<file path="src/ccm_pkg.sv">
// Constants shared by the clock manager register file, dividers and core.
// Assumes a single mclk domain; all users reference names as ccm_pkg::name.
package ccm_pkg;

   // ***********************************
   // Register addresses
   // ***********************************
   localparam logic [2:0] ADDR_INPUT_DIVIDER_CTRL = 3'h0;
   localparam logic [2:0] ADDR_FEEDBACK_DIVIDER_CTRL = 3'h1;
   localparam logic [2:0] ADDR_OUTPUT_DIVIDER_CTRL = 3'h2;
   localparam logic [2:0] ADDR_DOUBLER_DUTY_SELECT = 3'h3;
   localparam logic [2:0] ADDR_DELAY_DUTY_PHASE_SELECT = 3'h4;
   localparam logic [2:0] ADDR_LOOP_MODE_SELECT = 3'h5;
   localparam logic [2:0] ADDR_CLOCK_SOURCE_SELECT_STATUS = 3'h6;
   localparam logic [2:0] ADDR_MANAGER_POWER_RESET_CTRL = 3'h7;
   localparam int NUM_REGS = 8;

   // ***********************************
   // Field positions
   // ***********************************
   localparam int DIV_RATIO_LSB = 0;
   localparam int DIV_RESET_BIT = 7;
   localparam int MODE_PLL_BIT = 0;
   localparam int MODE_DUTY_BIT = 4;
   localparam int SRC_LOCK_BIT = 0;
   localparam int SRC_ACTIVE_BIT = 1;
   localparam int SRC_FAST_LSB = 4;
   localparam int SRC_SYS_LSB = 6;
   localparam int PWR_DOWN_BIT = 0;
   localparam int PWR_RESET_BIT = 1;

   // ***********************************
   // Output source codes and reset values
   // ***********************************
   localparam logic [1:0] SRC_OFF = 2'h0;
   localparam logic [1:0] SRC_DUTY = 2'h1;
   localparam logic [1:0] SRC_DELAY = 2'h2;
   localparam logic [1:0] SRC_DELAY_DIV = 2'h3;
   localparam logic [7:0] REG_RESET_VALUE = 8'h00;
   localparam int TAP_COUNT = 32;
   localparam int TAP_SHIFT = 5;

endpackage

</file>
<file path="src/ccm_top.sv">
// Clock manager core: register port, input divider, 32-step delay line
// model, duty-cycle shaper and fast-edge output divider.
// Assumes clk_in is synchronous to mclk and far slower than it.
//
// Contract
// - Eight programmable registers at addresses zero-seven
// - Register 0: input divider value, reset bit
// - Register 1: feedback divider, PLL only
// - Register 2: output divider for fast-edge output
// - Register 3: doubler duty cycle selection
// - Register 4: delay or duty step
// - Register 5: loop mode and 1x select
// - Register 6: source status and output selects
// - Register 7: power, reset, configuration control
// - Outputs formed from 32 taps of period
// - DLL uses no feedback clock
// - Input divider divides by one to eight
// - Delayed clock steps of one thirty-second
// - Source 11 divides fast output only
// - Duty cycle in 3.125 percent steps
// - Steps 1-15 from bits 7:6 and 2:0
// - Steps 16-31 from bits 7:3
// - Write, read enables, 3-bit address, bytes
// - Lock asserts once output clock stable
`timescale 1ns/100ps
`default_nettype none
module ccm_top
#(
   parameter int PW = 16
)
(
   input wire logic mclk,
   input wire logic reset_n,
   input wire logic ce,
   input wire logic clk_in,
   input wire logic wr_en,
   input wire logic rd_en,
   input wire logic [2:0] addr,
   input wire logic [7:0] wdata,
   output logic [7:0] rdata_q,
   output logic fast_edge_clock_output_q,
   output logic sys_clk_q,
   output logic lock_q
);

   logic [7:0] in_div_q;
   logic [7:0] out_div_q;
   logic [7:0] step_q;
   logic [7:0] mode_q;
   logic [7:0] src_q;
   logic [7:0] pwr_q;
   logic in_prev_q;
   logic ref_pulse;
   logic out_pulse;
   logic [PW-1:0] ph_q;
   logic [PW-1:0] period_q;
   logic active_q;
   logic dly_q;
   logic duty_q;
   logic div_out_q;
   logic [5:0] step;
   logic [PW+5:0] prod;
   logic [PW-1:0] thr;
   logic [PW-1:0] diff;
   logic delayed_d;
   logic duty_d;
   logic run;
   logic core_clr;
   logic [1:0] fast_sel;
   logic [1:0] sys_sel;

   // ***********************************
   // Register port
   // ***********************************
   ccm_regs u_regs
   (
      .mclk(mclk),
      .reset_n(reset_n),
      .ce(ce),
      .wr_en(wr_en),
      .rd_en(rd_en),
      .addr(addr),
      .wdata(wdata),
      .status({active_q, lock_q}),
      .rdata_q(rdata_q),
      .in_div_q(in_div_q),
      .out_div_q(out_div_q),
      .step_q(step_q),
      .mode_q(mode_q),
      .src_q(src_q),
      .pwr_q(pwr_q)
   );

   // Register 1 and 3 are stored only; no PLL or doubler path here
   // Software owns the mode bit; the core only follows it
   assign core_clr = pwr_q[ccm_pkg::PWR_RESET_BIT]
                     | pwr_q[ccm_pkg::PWR_DOWN_BIT];
   assign run = ~mode_q[ccm_pkg::MODE_PLL_BIT] & ~core_clr
                & (period_q != '0);
   assign fast_sel = src_q[ccm_pkg::SRC_FAST_LSB +: 2];
   assign sys_sel = src_q[ccm_pkg::SRC_SYS_LSB +: 2];

   // ***********************************
   // Input edge and input divider
   // ***********************************
   always_ff @(posedge mclk or negedge reset_n)
   begin
      if (!reset_n)
      begin
         in_prev_q <= 1'b0;
      end
      else if (ce)
      begin
         in_prev_q <= clk_in;
      end
   end

   ccm_div u_in_div
   (
      .mclk(mclk),
      .reset_n(reset_n),
      .ce(ce),
      .clr(in_div_q[ccm_pkg::DIV_RESET_BIT] | core_clr),
      .ratio_m1(in_div_q[ccm_pkg::DIV_RATIO_LSB +: 3]),
      .pulse_in(clk_in & ~in_prev_q),
      .pulse_q(ref_pulse)
   );

   // ***********************************
   // Period measurement and lock
   // ***********************************
   // Only the reference period is measured: no feedback path
   always_ff @(posedge mclk or negedge reset_n)
   begin
      if (!reset_n)
      begin
         ph_q <= '0;
         period_q <= '0;
         lock_q <= 1'b0;
         active_q <= 1'b0;
      end
      else if (ce)
      begin
         if (core_clr)
         begin
            ph_q <= '0;
            period_q <= '0;
            lock_q <= 1'b0;
            active_q <= 1'b0;
         end
         else if (ref_pulse)
         begin
            ph_q <= '0;
            period_q <= ph_q + 1'b1;
            active_q <= 1'b1;
            // Two equal periods in a row count as a stable output
            // A saturated count wraps to zero and must never lock
            lock_q <= (ph_q + 1'b1 == period_q)
                      & (period_q != '0)
                      & ~mode_q[ccm_pkg::MODE_PLL_BIT];
         end
         else if (ph_q != '1)
         begin
            ph_q <= ph_q + 1'b1;
         end
         else
         begin
            // Stalled input clock drops lock and activity
            active_q <= 1'b0;
            lock_q <= 1'b0;
         end
         // Loop mode one has no DLL lock; measuring goes on
         if (mode_q[ccm_pkg::MODE_PLL_BIT])
         begin
            lock_q <= 1'b0;
         end
      end
   end

   // ***********************************
   // Tap decode and delay line model
   // ***********************************
   always_comb
   begin
      if (step_q[7] || step_q[6:3] == 4'hf)
      begin
         step = {1'b0, step_q[7:3]} + 6'h01;
      end
      else
      begin
         step = {1'b0, step_q[7:6], step_q[2:0]} + 6'h01;
      end
   end

   // Tap position is period times step over 32; accuracy is one mclk
   assign prod = {6'h00, period_q} * {{PW{1'b0}}, step};
   assign thr = prod[ccm_pkg::TAP_SHIFT +: PW];

   always_comb
   begin
      if (ph_q >= thr)
      begin
         diff = ph_q - thr;
      end
      else
      begin
         diff = ph_q + period_q - thr;
      end
      delayed_d = run & (diff < (period_q >> 1));
      duty_d = run & mode_q[ccm_pkg::MODE_DUTY_BIT] & (ph_q < thr);
   end

   always_ff @(posedge mclk or negedge reset_n)
   begin
      if (!reset_n)
      begin
         dly_q <= 1'b0;
         duty_q <= 1'b0;
      end
      else if (ce)
      begin
         dly_q <= delayed_d;
         duty_q <= duty_d;
      end
   end

   // ***********************************
   // Fast-edge output divider
   // ***********************************
   ccm_div u_out_div
   (
      .mclk(mclk),
      .reset_n(reset_n),
      .ce(ce),
      .clr(out_div_q[ccm_pkg::DIV_RESET_BIT] | core_clr),
      .ratio_m1(out_div_q[ccm_pkg::DIV_RATIO_LSB +: 3]),
      .pulse_in(delayed_d & ~dly_q),
      .pulse_q(out_pulse)
   );

   // Divided output is high for one tap-clock high phase out of N
   always_ff @(posedge mclk or negedge reset_n)
   begin
      if (!reset_n)
      begin
         div_out_q <= 1'b0;
      end
      else if (ce)
      begin
         if (out_pulse)
         begin
            div_out_q <= 1'b1;
         end
         else if (!delayed_d && dly_q)
         begin
            div_out_q <= 1'b0;
         end
      end
   end

   // ***********************************
   // Output source selection
   // ***********************************
   always_ff @(posedge mclk or negedge reset_n)
   begin
      if (!reset_n)
      begin
         fast_edge_clock_output_q <= 1'b0;
      end
      else if (ce)
      begin
         case (fast_sel)
            ccm_pkg::SRC_DUTY: fast_edge_clock_output_q <= duty_q;
            ccm_pkg::SRC_DELAY: fast_edge_clock_output_q <= dly_q;
            ccm_pkg::SRC_DELAY_DIV: fast_edge_clock_output_q <= div_out_q;
            // Fast-edge pin picks duty, delayed or divided delayed
            default: fast_edge_clock_output_q <= 1'b0;
         endcase
      end
   end

   // Own flop per output keeps each pin glitch-free
   always_ff @(posedge mclk or negedge reset_n)
   begin
      if (!reset_n)
      begin
         sys_clk_q <= 1'b0;
      end
      else if (ce)
      begin
         // System output has no divided choice
         case (sys_sel)
            ccm_pkg::SRC_DUTY: sys_clk_q <= duty_q;
            ccm_pkg::SRC_DELAY: sys_clk_q <= dly_q;
            default: sys_clk_q <= 1'b0;
         endcase
      end
   end

endmodule
`default_nettype wire

</file>
<file path="src/ccm_regs.sv">
// Eight-byte register store of the clock manager with registered read data.
// Assumes write and read strobes synchronous to mclk.
`timescale 1ns/100ps
`default_nettype none
module ccm_regs
(
   input wire logic mclk,
   input wire logic reset_n,
   input wire logic ce,
   input wire logic wr_en,
   input wire logic rd_en,
   input wire logic [2:0] addr,
   input wire logic [7:0] wdata,
   input wire logic [1:0] status,
   output logic [7:0] rdata_q,
   output logic [7:0] in_div_q,
   output logic [7:0] out_div_q,
   output logic [7:0] step_q,
   output logic [7:0] mode_q,
   output logic [7:0] src_q,
   output logic [7:0] pwr_q
);

   logic [7:0] mem_q [ccm_pkg::NUM_REGS];

   // ***********************************
   // Storage
   // ***********************************
   always_ff @(posedge mclk or negedge reset_n)
   begin
      if (!reset_n)
      begin
         for (int i = 0; i < ccm_pkg::NUM_REGS; i++)
         begin
            mem_q[i] <= ccm_pkg::REG_RESET_VALUE;
         end
      end
      else if (ce && wr_en)
      begin
         mem_q[addr] <= wdata;
      end
   end

   // ***********************************
   // Read port
   // ***********************************
   always_ff @(posedge mclk or negedge reset_n)
   begin
      if (!reset_n)
      begin
         rdata_q <= ccm_pkg::REG_RESET_VALUE;
      end
      else if (ce && rd_en)
      begin
         if (addr == ccm_pkg::ADDR_CLOCK_SOURCE_SELECT_STATUS)
         begin
            rdata_q <= {mem_q[addr][7:2], status};
         end
         else
         begin
            rdata_q <= mem_q[addr];
         end
      end
   end

   assign in_div_q = mem_q[ccm_pkg::ADDR_INPUT_DIVIDER_CTRL];
   assign out_div_q = mem_q[ccm_pkg::ADDR_OUTPUT_DIVIDER_CTRL];
   assign step_q = mem_q[ccm_pkg::ADDR_DELAY_DUTY_PHASE_SELECT];
   assign mode_q = mem_q[ccm_pkg::ADDR_LOOP_MODE_SELECT];
   assign src_q = mem_q[ccm_pkg::ADDR_CLOCK_SOURCE_SELECT_STATUS];
   assign pwr_q = mem_q[ccm_pkg::ADDR_MANAGER_POWER_RESET_CTRL];

endmodule
`default_nettype wire

</file>
<file path="src/ccm_div.sv">
// Integer edge divider, ratio 1 to 8, emitting one pulse per N input pulses.
// Assumes pulse_in is a one-cycle edge marker in the mclk domain.
`timescale 1ns/100ps
`default_nettype none
module ccm_div
(
   input wire logic mclk,
   input wire logic reset_n,
   input wire logic ce,
   input wire logic clr,
   input wire logic [2:0] ratio_m1,
   input wire logic pulse_in,
   output logic pulse_q
);

   logic [2:0] count_q;

   // ***********************************
   // Counter
   // ***********************************
   always_ff @(posedge mclk or negedge reset_n)
   begin
      if (!reset_n)
      begin
         count_q <= 3'h0;
         pulse_q <= 1'b0;
      end
      else if (ce)
      begin
         if (clr)
         begin
            count_q <= 3'h0;
            pulse_q <= 1'b0;
         end
         else if (pulse_in && count_q >= ratio_m1)
         begin
            count_q <= 3'h0;
            pulse_q <= 1'b1;
         end
         else
         begin
            count_q <= pulse_in ? count_q + 3'h1 : count_q;
            pulse_q <= 1'b0;
         end
      end
   end

endmodule
`default_nettype wire

</file>
<file path="config.mk">
export PLATFORM = sky130hd
export DESIGN_NAME = ccm_top
export DESIGN_NICKNAME = d
export VERILOG_FILES = /design/src/ccm_pkg.sv /design/src/ccm_top.sv /design/src/ccm_regs.sv /design/src/ccm_div.sv
export SDC_FILE = /design/constraint.sdc
export NUM_CORES = 1
export LEC_CHECK = 0
export BUFFER_PORTS_ARGS = -buffer_cell sky130_fd_sc_hd__buf_2
export CORE_UTILIZATION = 25
export DETAILED_ROUTE_END_ITERATION = 7
export GPL_ROUTABILITY_DRIVEN = 0
export HOLD_SLACK_MARGIN = 0.08
export PLACE_DENSITY = 0.43
export SYNTH_ARGS = -nofsm -noshare
export SYNTH_HDL_FRONTEND = slang
export SYNTH_SLANG_ARGS = --single-unit
</file>
<file path="constraint.sdc">
create_clock -name mclk -period 10.2 [get_ports mclk]
set_input_delay 0.51 -clock mclk [delete_from_list [all_inputs] [get_ports mclk]]
set_output_delay 0.51 -clock mclk [all_outputs]
set_load 0.01 [all_outputs]
</file>
== Word level (Yosys, flattened, before mapping) ==
Index checks and enable logic that the tools add are counted.

* Add/sub/neg operators: 8
* Bitwise logic cells: 17
* Eq/ne operators: 11
* Muxes and demuxes: 34
* $lt $le $gt $ge: 7
* Divide/modulo/power cells: 0
* Multiply operators: 1
* Reduce and logical (&&, ||, !) cells: 21
* Shift-type cells: 0

{| class="wikitable"
|+ Operators with widths
! cell !! count
|-
| 16-bit two-way mux || 6
|-
| 64-bit bitwise mux || 1
|-
| 16-bit subtractor || 2
|-
| 8-bit binary-select mux with 3-bit select || 1
|-
| 8-bit demux with 3-bit select || 1
|-
| 8-bit two-way mux || 3
|-
| 16-bit by 6-bit multiplier with 21-bit output || 1
|-
| 3-bit two-way mux || 6
|-
| 16-bit by 1-bit adder with 16-bit output, second input constant || 1
|-
| 16-bit adder || 1
|-
| 16-bit equality test || 1
|-
| 16-bit greater-or-equal comparator || 1
|-
| 16-bit by 15-bit < comparator with 1-bit output || 1
|-
| 16-bit < comparator || 1
|-
| 16-bit != test, second input constant || 1
|-
| 16-bit nonzero test || 1
|-
| 2-bit AND reduction || 7
|-
| 5-bit by 1-bit adder with 6-bit output, second input constant || 2
|-
| 1-bit two-way mux || 12
|-
| 1-bit bitwise AND || 9
|-
| 3-bit nonzero test || 3
|-
| 3-bit by 1-bit adder with 3-bit output, second input constant || 2
|-
| 2-bit equality test, second input constant || 3
|-
| 3-bit greater-or-equal comparator || 2
|-
| 18 further kinds || 30
|}

* RAM bits: 0
* Logic and storage cells: 122
* Memory bits (read-only): 0
* Memories kept: 0
* Input port bits: 17
* Output and inout bits: 11
* Bits in latches: 0
* Bits in registers: 120

== Logic depth before layout (Yosys ltp) ==
Gate-level depths: netlist of run 1.

* Word-level depth: 12
* Depth in mapped cells: 45
* Mapped depth without buffers: 40

== By module ==
Synthesis of run 1 repeated with hierarchy kept, for this count alone.

* Cells, all modules: 1202
* Area total of the unflattened synthesis: 11327.1 um^2

{| class="wikitable"
|+ By module, submodules not included
! module !! cells an instance !! times used !! seq. area each (um^2) !! area an instance (um^2)
|-
| ccm_top || 852 || 1 || 1001.0 || 7058.0
|-
| ccm_regs || 288 || 1 || 1801.7 || 3671.0
|-
| ccm_div || 31 || 2 || 100.1 || 299.0
|}

== Worst setup path after synthesis of run 1 ==
OpenSTA, ideal clock, no wires.

* Path kind: reg-to-reg
* Start: reg u_regs.mem_q (netlist bit u_regs.step_q[7])
* End: reg u_out_div.count_q[0]
* Cell stages (with the launch flop): 45
* Data arrival time: 8.933 ns
* Path buffers: 7
* Path slack: 1.134 ns
* Required time: 10.067 ns
* Setup time: 0.133 ns
* Cell sequence: dfrtp_1 -> buf_6 -> mux2i_1 -> and2_4 -> buf_6 -> inv_1 -> clkbuf_1 -> ha_1 -> nand2_1 -> nor2_1 -> xnor2_1 -> clkbuf_1 -> nor2_1 -> fa_1 -> fa_1 -> inv_1 -> fa_1 -> inv_1 -> [... 9 more ...] -> ha_1 -> clkbuf_1 -> a21o_1 -> a21oi_1 -> o21bai_1 -> nor2_1 -> clkbuf_1 -> clkbuf_1 -> nand3_1 -> o22ai_1 -> ha_1 -> nand4_1 -> nor4_1 -> a221oi_1 -> o21ai_0 -> a221oi_2 -> o2111ai_1 -> mux2i_1

* Cells in the longest elaborated chain, start to end: 11
* Elaborated cells between the ends (all ways): 17

{| class="wikitable"
|+ Ends and longest elaborated chain
! item !! line !! text
|-
| start: declaration || ccm_regs.sv:24 || <nowiki>logic [7:0] mem_q [ccm_pkg::NUM_REGS];</nowiki>
|-
| start signal: indexed assignment || ccm_regs.sv:35 || <nowiki>mem_q[i] <= ccm_pkg::REG_RESET_VALUE;</nowiki>
|-
| start signal: indexed assignment || ccm_regs.sv:40 || <nowiki>mem_q[addr] <= wdata;</nowiki>
|-
| 5-bit by 1-bit adder with 6-bit output, or another cell as far along || ccm_top.sv:191 || <nowiki>step = {1'b0, step_q[7:6], step_q[2:0]} + 6'h01;</nowiki>
|-
| 6-bit two-way mux * || ccm_top.sv:185 || <nowiki>if (step_q[7] || step_q[6:3] == 4'hf)</nowiki>
|-
| 16-bit by 6-bit multiplier with 21-bit output * || ccm_top.sv:196 || <nowiki>assign prod = {6'h00, period_q} * {{PW{1'b0}}, step};</nowiki>
|-
| 16-bit subtractor, or another cell as far along || ccm_top.sv:207 || <nowiki>diff = ph_q + period_q - thr;</nowiki>
|-
| 16-bit two-way mux * || ccm_top.sv:201 || <nowiki>if (ph_q >= thr)</nowiki>
|-
| 16-bit by 15-bit < comparator with 1-bit output * || ccm_top.sv:209 || <nowiki>delayed_d = run & (diff < (period_q >> 1));</nowiki>
|-
| 1-bit bitwise AND * || ccm_top.sv:209 ||
|-
| 1-bit bitwise AND * || ccm_top.sv:237 || <nowiki>.pulse_in(delayed_d & ~dly_q),</nowiki>
|-
| 1-bit logical AND || ccm_div.sv:35 || <nowiki>else if (pulse_in && count_q >= ratio_m1)</nowiki>
|-
| 3-bit nonzero test (no line) or 3-bit two-way mux (tied branches) || n/a ||
|-
| 2-bit AND reduction (no line) or 3-bit two-way mux (tied branches) || n/a ||
|-
| end signal: assignment || ccm_div.sv:42 || <nowiki>count_q <= pulse_in ? count_q + 3'h1 : count_q;</nowiki>
|-
| end: declaration || ccm_div.sv:16 || <nowiki>logic [2:0] count_q;</nowiki>
|}

Mark *: on every way between the ends. The rest lies on a longest branch, timed or not.
A chain may end at the register's enable or synchronous reset.

== Worst setup path after layout of run 1 ==
* Start: reg u_regs.mem_q (netlist bit u_regs.step_q[7])
* End: reg u_out_div.count_q[1]

Same word-level chain as after synthesis.

==> impl_metrics.csv, run 1 <==
group,metric,value,unit
run_status,outcome,"completed",
synthesis,syn_area_per_cell,9.58,µm²
pwr,powerDensity,179,nW/µm²
floorplan,die_area,44600,µm²
clock_tree,clockBufferDepth,2,
sta,fmax,0.107,GHz
routing,first_pass_iters,4,
min_path,hold_path.class,"in2async",
routing,viasPerCell,4.63,
clock_tree,cts_sinks,118,
floorplan,die_h,211,µm
critical_path,cp-end-kind,"register",
sta,finalSetupViolCount,0,
grt,antenna_found_initial,0,
clock_tree,clk_pin_slew,0.06,ns
clock_tree,clk_latency,0.42,ns
placement,port_buffers,27,
floorplan,rows,76,
placement,dp_hpwl,24200,µm
synthesis,synth_area,10900,µm²
clock_tree,clk_root_buffer_cell,"clkbuf_16",
clock_tree,cts_tree,"built",
synthesis,synth_seq_cells,118,
routing,drc,0,
synthesis,synth.area.top_cells,"dfrtp_1 27%, fa_1 13%, ha_1 9.6%",
sta,rsz0062_at_grt,"no",
critical_path,cp_max_fo,9,
clock_tree,cts_buffers,17,
routing,vias,8157,
sta,worstMarginPinSlew,1.02,ns
job,maxCapViolCount,0,
synthesis,synthCells,1142,
critical_path,required,10.50,ns
pwr,total_power,2220,µW
sta,tns,0,ns
clock_tree,cts-hold-fix-buffers,0,
critical_path,startpoint_type,"register",
synthesis,synthesis.nets,1314,
floorplan,pin_count,28,
sta,fin_crit,9.33,ns
synthesis,yosysTopAreaCellShare,0.270,
synthesis,ys_seq_area_frac,0.270,
routing,drt-initial-drc-count,435,
sta,slew_headroom,0.318,
cells_and_area,syn2layout_area_growth,13.3,%
synthesis,synthArstFlopShare,1.00,
critical_path,path_class,"reg2reg",
synthesis,synth_cell_types,81,
synthesis,synth-edff-count,0,
critical_path,cp_slowest_cell,"fa_1",
cells_and_area,diodes,0,
critical_path,max_stage_delay,0.55,ns
pwr,leakage,0.00562,µW
cells_and_area,finalNetCount,1335,
routing,wire_per_inst,17.5,µm
pwr,vdd_drop_max,0.111,mV
sta,report.final.slew_viol_count,0,
floorplan,initial_core_util,0.254,
grt,track_usage,0.146,
synthesis,ys.flop_type,"dfrtp_1",
sta,hold_viol,0,
sta,fin_crit_sh,0.914,
routing,drtAntennaViolNets,0,
grt,grt_overflow_total,0,
floorplan,core-area,43100,µm²
clock_tree,cts_max_level,4,
sta,fin_skew,0.00474,ns
cells_and_area,layout-drive-gt1-share,0.151,
synthesis,synth_warnings,0,
critical_path,crit_top_cell,"fa_1",
grt,grt_pass1_vias,8798,
critical_path,r2r_slack,0.87,ns
critical_path,worst_ep_arrival_time,9.62,ns
grt,grt_pass1_wl,50000,µm
synthesis,synth_top_area_cell,"dfrtp_1",
floorplan,die-width,211,µm
grt,grt_max_degree,74,
routing,drt_wl_total,30800,µm
[per-stage QoR]
| step | setup WS (ns) | cells | hold WS, ns | utilization | area [µm²] |
|---|---|---|---|---|---|
| 2_1_floorplan | 1.13 | 1142 | 0.214 | - | 10900 |
| 3_3_place_gp | 0.232 | 1729 | 0.467 | 0.272 | 11700 |
| 3_5_place_dp | 0.228 | 1729 | 0.472 | 0.272 | 11700 |
| 4_1_cts | 0.166 | 1761 | 0.131 | 0.287 | 12400 |
| 5_1_grt | 0.103 | 1761 | 0.167 | 0.288 | 12400 |
| 6_report | 0.872 | 1761 | 0.127 | 0.288 | 12400 |
[metal layers]
| metal | part of all wire | vias up | track usage |
|---|---|---|---|
| met2 | 0.47 | 93 | 0.241 |
| met4 | 0.012 | 0 | 0.0345 |
| met3 | 0.022 | 23 | 0.0168 |
| met1 | 0.50 | 4071 | 0.203 |
| li1 | - | 3970 | - |
| met5 | 0 | - | 0 |
[layout make-up]
type / count / area [µm²]
Fill cell: 4538 / 30700
Multi-Input combinational cell: 859 / 7380
Sequential cell: 118 / 2950
Tap cell: 585 / 732
Inverter: 131 / 492
Clock buffer: 21 / 470
Timing Repair Buffer: 36 / 205
Clock inverter: 11 / 170
[flip-flops by register name (all words and copies together) (netlist names)]
signal                    flops
u_regs.out_div_q              8
fast_edge_clock_output_q      1
period_q                     16
u_regs.pwr_q                  8
u_regs.src_q                  6
duty_q                        1
u_regs.in_div_q               8
active_q                      1
u_regs.mode_q                 8
dly_q                         1
u_in_div.count_q              3
sys_clk_q                     1
ph_q                         16
u_in_div.pulse_q              1
u_out_div.pulse_q             1
u_regs.mem_q                 16
lock_q                        1
in_prev_q                     1
u_out_div.count_q             3
div_out_q                     1
u_regs.step_q                 8
u_regs.rdata_q                8
[worst max-delay path: cells and delay by family (launching register included)]
kind	cells	cell delay [ns]
buffers and inverters	3	0.25
muxes	1	0.18
adders and majority gates	8	3.32
and+or+nand+nor	8	1.40
xor gates and xnor gates	1	0.35
DFF	1	0.49
AOI/OAI and AO/OA	13	3.20
[synthesized netlist by cell type, types with 8 or more instances]
library cell    n
a21o_1         22
a21oi_1        51
and2_1         42
and3_1          9
clkbuf_1       25
dfrtp_1       118
fa_1           71
ha_1           84
inv_1         130
mux2_2         61
mux2i_1        16
mux4_2         15
nand2_1        84
nand2b_1       14
nand3_1        20
nand4_1        14
nor2_1         90
nor3_1         11
nor4_1         10
o21ai_0        58
o21bai_1        8
or3_1           8
xnor2_1        42
xor2_1         24
[cell families (layout without fill, tap and decap cells)]
family                     after synthesis  after routing  share of synthesized area
buffers and inverters                  165            199                     0.0585
xor gates and xnor gates                69             69                     0.0573
adders and majority gates              155            155                      0.226
AOI/OAI and AO/OA                      203            203                      0.120
DFF                                    118            118                      0.270
and+or+nand+nor                        339            339                      0.158
muxes                                   93             93                      0.111
[path summary, 6_finish.rpt]
check / depth (start not counted) / end / from
worst min-delay path: 1 / period_q[13] / reset_n
min in group mclk: 2 / in_prev_q / clk_in
worst max-delay path: 34 / u_out_div.count_q[1] / u_regs.step_q[7]
worst max register to register: 34 / u_out_div.count_q[1] / u_regs.step_q[7]
max in group asynchronous: 2 / u_regs.mode_q[0] / reset_n
worst min register to register: 1 / fast_edge_clock_output_q / fast_edge_clock_output_q
[what timing repair did]
action / in CTS / in global routing
endpoints found under the setup margin: 0 / 6
gates resized for setup: 0 / 5
setup buffers: 0 / 0
[power by group]
| part | internal, µW | switching [µW] | total [µW] |
|---|---|---|---|
| Combinational | 416 | 521 | 938 |
| Sequential | 545 | 77.2 | 622 |
| Clock | 429 | 227 | 656 |
[layout by cell type, fill, tap and decap left out, types with 42 or more instances in the layout]
master | netlist | final
a21oi_1 | 51 | 50
and2_1 | 42 | 42
dfrtp_1 | 118 | 117
fa_1 | 71 | 71
ha_1 | 84 | 83
inv_1 | 130 | 130
mux2_2 | 61 | 61
nand2_1 | 84 | 84
nor2_1 | 90 | 89
o21ai_0 | 58 | 58
(Power assumes the default switching activity.)
==> run 2: changes to the inputs <==
Settings changed: CTS_BUF_LIST set to sky130_fd_sc_hd__clkbuf_4 sky130_fd_sc_hd__clkbuf_8 sky130_fd_sc_hd__clkbuf_16.
==> run 2 against run 1 <==
Against the previous run: clock skew hardly changed; clock-buffer cell count unchanged; clock power barely moved; utilization barely moved; worst hold slack got worse by 0.0042 ns; non-clock buffer count unchanged; first-iteration DRC count rose by 0.23%; final area about the same; total power increased by 0.14%; cell count stayed put; critical path type unchanged; largest cell class unchanged.
==> impl_metrics.csv, run 2 (synthesis gave the netlist of run 1 again) <==
group,metric,value,unit
run_status,outcome,"completed",
sta,fin_skew,0.00479,ns
critical_path,cp-end-kind,"register",
critical_path,startpoint_type,"register",
grt,grt_overflow_total,0,
placement,port_buffers,27,
critical_path,r2r_slack,0.87,ns
critical_path,cp_slowest_cell,"fa_1",
cells_and_area,top_regs,"period_q: 16 flops, ph_q: 16 flops, u_regs.mem_q: 16 flops",
sta,finalSetupViolCount,0,
critical_path,required,10.50,ns
pwr,leakage,0.00563,µW
floorplan,pin_count,28,
routing,drc,0,
clock_tree,cts_sinks,118,
floorplan,die_area,44600,µm²
critical_path,reg2reg_from,"u_regs.step_q[7]",
clock_tree,clk_root_buffer_cell,"clkbuf_16",
grt,grt_pass1_vias,8798,
job,maxCapViolCount,0,
sta,fin_crit,9.33,ns
sta,rsz0062_at_grt,"no",
grt,grt_pass1_wl,50000,µm
critical_path,ff2ff_path_depth,34,
clock_tree,cts_buffers,17,
sta,hold_ws,0.123,ns
sta,tns,0,ns
placement,dp_slack,0.228,ns
pwr,powerDensity,179,nW/µm²
cells_and_area,finalNetCount,1335,
routing,viasPerCell,4.63,
clock_tree,clk_pin_slew,0.06,ns
clock_tree,cts-hold-fix-buffers,0,
routing,drt-initial-drc-count,436,
cells_and_area,layout-drive-gt1-share,0.152,
cells_and_area,diodes,0,
placement,dp_hpwl,24200,µm
cells_and_area,fin_util,0.288,
critical_path,r2r_end,"u_out_div.count_q[1]",
routing,vias,8158,
critical_path,worst_ep_arrival_time,9.63,ns
clock_tree,clk_latency,0.42,ns
cells_and_area,syn2layout_area_growth,13.4,%
pwr,vdd_drop_max,0.111,mV
floorplan,rows,76,
cells_and_area,final_cell_mix,"130 x inv_1, 117 x dfrtp_1, 89 x nor2_1",
sta,hold_viol,0,
min_path,hold_path.class,"in2async",
sta,report.final.slew_viol_count,0,
critical_path,startpoint,"u_regs.step_q[7]",
sta,fin_crit_sh,0.915,
routing,wire_per_inst,17.5,µm
sta,slew_headroom,0.317,
grt,track_usage,0.146,
clock_tree,cts_max_level,4,
routing,drt_wl_total,30800,µm
sta,fin_ws,0.866,ns
sta,fmax,0.107,GHz
clock_tree,clockBufferDepth,2,
critical_path,cp_max_fo,9,
clock_tree,cts_tree,"built",
critical_path,max_stage_delay,0.55,ns
grt,grt_max_degree,74,
cells_and_area,layout_commonest_cell,"inv_1",
critical_path,crit_top_cell,"fa_1",
routing,first_pass_iters,4,
routing,drtAntennaViolNets,0,
floorplan,core-area,43100,µm²
grt,antenna_found_initial,0,
floorplan,die_h,211,µm
floorplan,die-width,211,µm
floorplan,initial_core_util,0.254,
sta,worstMarginPinSlew,1.02,ns
critical_path,path_class,"reg2reg",
-- run 2: area by class of cell --
| type | instances | area, µm² |
|---|---|---|
| Tap cell | 585 | 732 |
| Sequential cell | 118 | 2950 |
| Timing Repair Buffer | 36 | 205 |
| Clock buffer | 21 | 474 |
| Fill cell | 4537 | 30700 |
| Inverter | 131 | 492 |
| Clock inverter | 11 | 170 |
| Multi-Input combinational cell | 859 | 7380 |
-- run 2: worst max-delay path: cells and delay by family (launching register included) --
kind / cells / cell delay (ns)
flops: 1 / 0.50
xor+xnor: 1 / 0.35
mux: 1 / 0.18
simple gates: 8 / 1.40
buf+inv: 3 / 0.25
fa+ha+maj: 8 / 3.32
compound gates: 13 / 3.20
-- run 2: metal layers --
| metal | GRT usage | vias up | wire length [µm] |
|---|---|---|---|
| met5 | 0 | - | 0 |
| met4 | 0.0345 | 0 | 365 |
| met3 | 0.0168 | 23 | 635 |
| met2 | 0.241 | 90 | 14500 |
| met1 | 0.203 | 4074 | 15300 |
| li1 | - | 3971 | - |
-- run 2: repair_timing --
action | in CTS | in global routing
setup buffers | 0 | 0
gates resized for setup | 0 | 5
endpoints found under the setup margin | 0 | 6
-- run 2: per-stage QoR --
stage	area [µm²]	instances	power, µW
4_1_cts	12400	1761	2240
3_5_place_dp	11700	1729	1560
2_1_floorplan	10900	1142	1300
6_report	12400	1761	2220
5_1_grt	12400	1761	2380
3_3_place_gp	11700	1729	1570
-- run 2: worst max path at each step --
stage	to	slack, ns	depth (start not counted)
after global routing	u_out_div.count_q[1]	0.10	36
final	u_out_div.count_q[1]	0.87	34
after floorplan	u_out_div.count_q[0]	1.13	44
after CTS	u_out_div.count_q[1]	0.17	34
after detailed placement	u_out_div.count_q[1]	0.23	35
after global placement	u_out_div.count_q[0]	0.23	34
-- run 2: report_power, final --
group | total [µW] | internal (µW) | leakage [µW] | switching, µW
Sequential | 622 | 545 | 0.00151 | 77.2
Clock | 659 | 431 | 0.000310 | 227
Combinational | 937 | 416 | 0.00381 | 521
Total | 2220 | 1390 | 0.00563 | 826
==> run 3: changes to the inputs <==
Settings changed: PLACE_DENSITY 0.43 to 0.48.
==> run 3 against run 2 <==
Against the previous run: wire length down 4.1%; maximum frequency down 2.0%; sequential share of layout area up 0.19 points; critical path type unchanged; critical endpoint unchanged.
==> impl_metrics.csv, run 3 (synthesis gave the netlist of run 1 again) <==
group,metric,value,unit
run_status,outcome,"completed",
critical_path,max_stage_delay,0.57,ns
clock_tree,clockBufferDepth,2,
sta,hold_ws,0.163,ns
pwr,internal_power,1310,µW
cells_and_area,layout_commonest_cell,"inv_1",
routing,wire_per_inst,16.8,µm
critical_path,worst_ep_arrival_time,9.81,ns
job,maxCapViolCount,0,
sta,slew_headroom,0.287,
sta,fin_crit,9.52,ns
sta,fmax,0.105,GHz
cells_and_area,fillers,4588,
floorplan,die-width,211,µm
routing,drc,0,
critical_path,cp-end-kind,"register",
pwr,seq_power_share,0.295,
placement,dp_hpwl,23200,µm
sta,tns,0,ns
critical_path,required,10.49,ns
placement,placed_cells,1727,
pwr,pwr-share-comb,0.434,
sta,finalSetupViolCount,0,
sta,worstMarginPinSlew,1.07,ns
routing,viasPerCell,4.70,
critical_path,ff2ff_path_depth,32,
clock_tree,cts_tree,"built",
clock_tree,cts_buffers,17,
sta,report.final.slew_viol_count,0,
routing,drt-initial-drc-count,521,
routing,first_pass_iters,4,
sta,fin_crit_sh,0.934,
clock_tree,clk_latency,0.42,ns
sta,rsz0062_at_grt,"no",
cells_and_area,top_regs,"period_q: 16 flops, ph_q: 16 flops, u_regs.mem_q: 16 flops",
critical_path,startpoint_type,"register",
grt,grt_pass1_vias,8667,
grt,grt_max_degree,63,
floorplan,rows,76,
cells_and_area,syn2layout_area_growth,12.4,%
pwr,p_clk_frac,0.272,
critical_path,cp_slowest_cell,"ha_1",
routing,vias,8279,
routing,drtAntennaViolNets,0,
floorplan,core-area,43100,µm²
clock_tree,clk_root_buffer_cell,"clkbuf_16",
min_path,hold_path.class,"in2async",
placement,port_buffers,27,
pwr,p_sw,810,µW
pwr,powerDensity,172,nW/µm²
clock_tree,cts_max_level,4,
critical_path,cp_max_fo,15,
cells_and_area,instances_no_fill,1760,
pwr,swShare,0.382,
routing,drt_wl_total,29500,µm
grt,grt_overflow_total,0,
cells_and_area,layout-drive-gt1-share,0.148,
floorplan,pin_count,28,
cells_and_area,finalNetCount,1334,
pwr,leakage,0.00558,µW
cells_and_area,final_cell_mix,"130 x inv_1, 118 x dfrtp_1, 89 x nor2_1",
floorplan,die_h,211,µm
grt,grt_pass1_wl,48300,µm
sta,fin_skew,0.00971,ns
floorplan,die_area,44600,µm²
grt,antenna_found_initial,0,
grt,track_usage,0.140,
pwr,vdd_drop_max,0.127,mV
floorplan,initial_core_util,0.254,
sta,hold_viol,0,
clock_tree,clk_pin_slew,0.06,ns
critical_path,path_class,"reg2reg",
clock_tree,cts_sinks,118,
run 3: cell types whose count changed in the layout (fill, tap and decap cells not counted), sizes merged:
cell / delta
buf: -1
bufinv: -3
clkbuf: -1
clkinv: +1
clkinvlp: +2
diode: +1
run 3: path summary, 6_finish.rpt:
check                                          from                  endpoint  slack [ns]
setup / recovery                   u_regs.step_q[7]      u_out_div.count_q[1]        0.68
hold / removal                              reset_n                  ph_q[13]        0.16
setup reg to reg                   u_regs.step_q[7]      u_out_div.count_q[1]        0.68
hold reg to reg            fast_edge_clock_output_q  fast_edge_clock_output_q        0.49
max in group asynchronous                   reset_n                 sys_clk_q        8.67
min in group mclk                            clk_in                 in_prev_q        0.34
run 3: timing repair:
item                                    4_1_cts  5_1_grt
endpoints found under the setup margin        0        6
resized for setup                             0        1
hold buffers                                  0        0
hold endpoints to repair                      0        0
buffers inserted                              0        1
run 3: metal layers:
metal  track usage  part of all wire  wire [µm]  vias to the layer above
met5             0                 0          0                        -
met4        0.0382             0.015        456                        0
met3        0.0125             0.023        671                       25
met2         0.226              0.46      13700                      119
met1         0.198              0.50      14700                     4170
li1              -                 -          -                     3965
run 3: cell type report:
cell class / count / area (µm²) / area share
Clock buffer: 20 / 467 / 0.0379
Timing Repair Buffer: 35 / 198 / 0.0161
Clock inverter: 11 / 100 / 0.00814
Antenna cell: 1 / 2.50 / 0.000203
Multi-Input combinational cell: 859 / 7360 / 0.598
Tap cell: 585 / 732 / 0.0595
Inverter: 131 / 492 / 0.0400
Sequential cell: 118 / 2950 / 0.240
run 3: power by group through the flow:
stage / Combinational (µW) / Clock, µW / Sequential [µW]
6_report: 919 / 575 / 624
5_1_grt: 1040 / 603 / 637
4_1_cts: 924 / 587 / 625
2_1_floorplan: 700 / 0 / 597
3_3_place_gp: 913 / 0 / 631
3_5_place_dp: 916 / 0 / 632
run 3: metrics by stage:
| stage | util | worst slack, ns | power [µW] | cell area [µm²] |
|---|---|---|---|---|
| 6_report | 0.286 | 0.676 | 2120 | 12300 |
| 2_1_floorplan | - | 1.13 | 1300 | 10900 |
| 3_3_place_gp | 0.272 | 0.562 | 1540 | 11700 |
| 3_5_place_dp | 0.272 | 0.475 | 1550 | 11700 |
| 4_1_cts | 0.285 | 0.402 | 2140 | 12300 |
| 5_1_grt | 0.286 | 0.00926 | 2280 | 12300 |
run 3: worst max-delay path: cells and delay by family, from the launching register on:
kind            cells  cell delay (ns)
flops               1             0.55
buf+inv             3             0.31
xor+xnor            1             0.33
mux                 2             0.41
fa+ha+maj           8             3.55
simple gates        7             1.45
compound gates     11             2.76
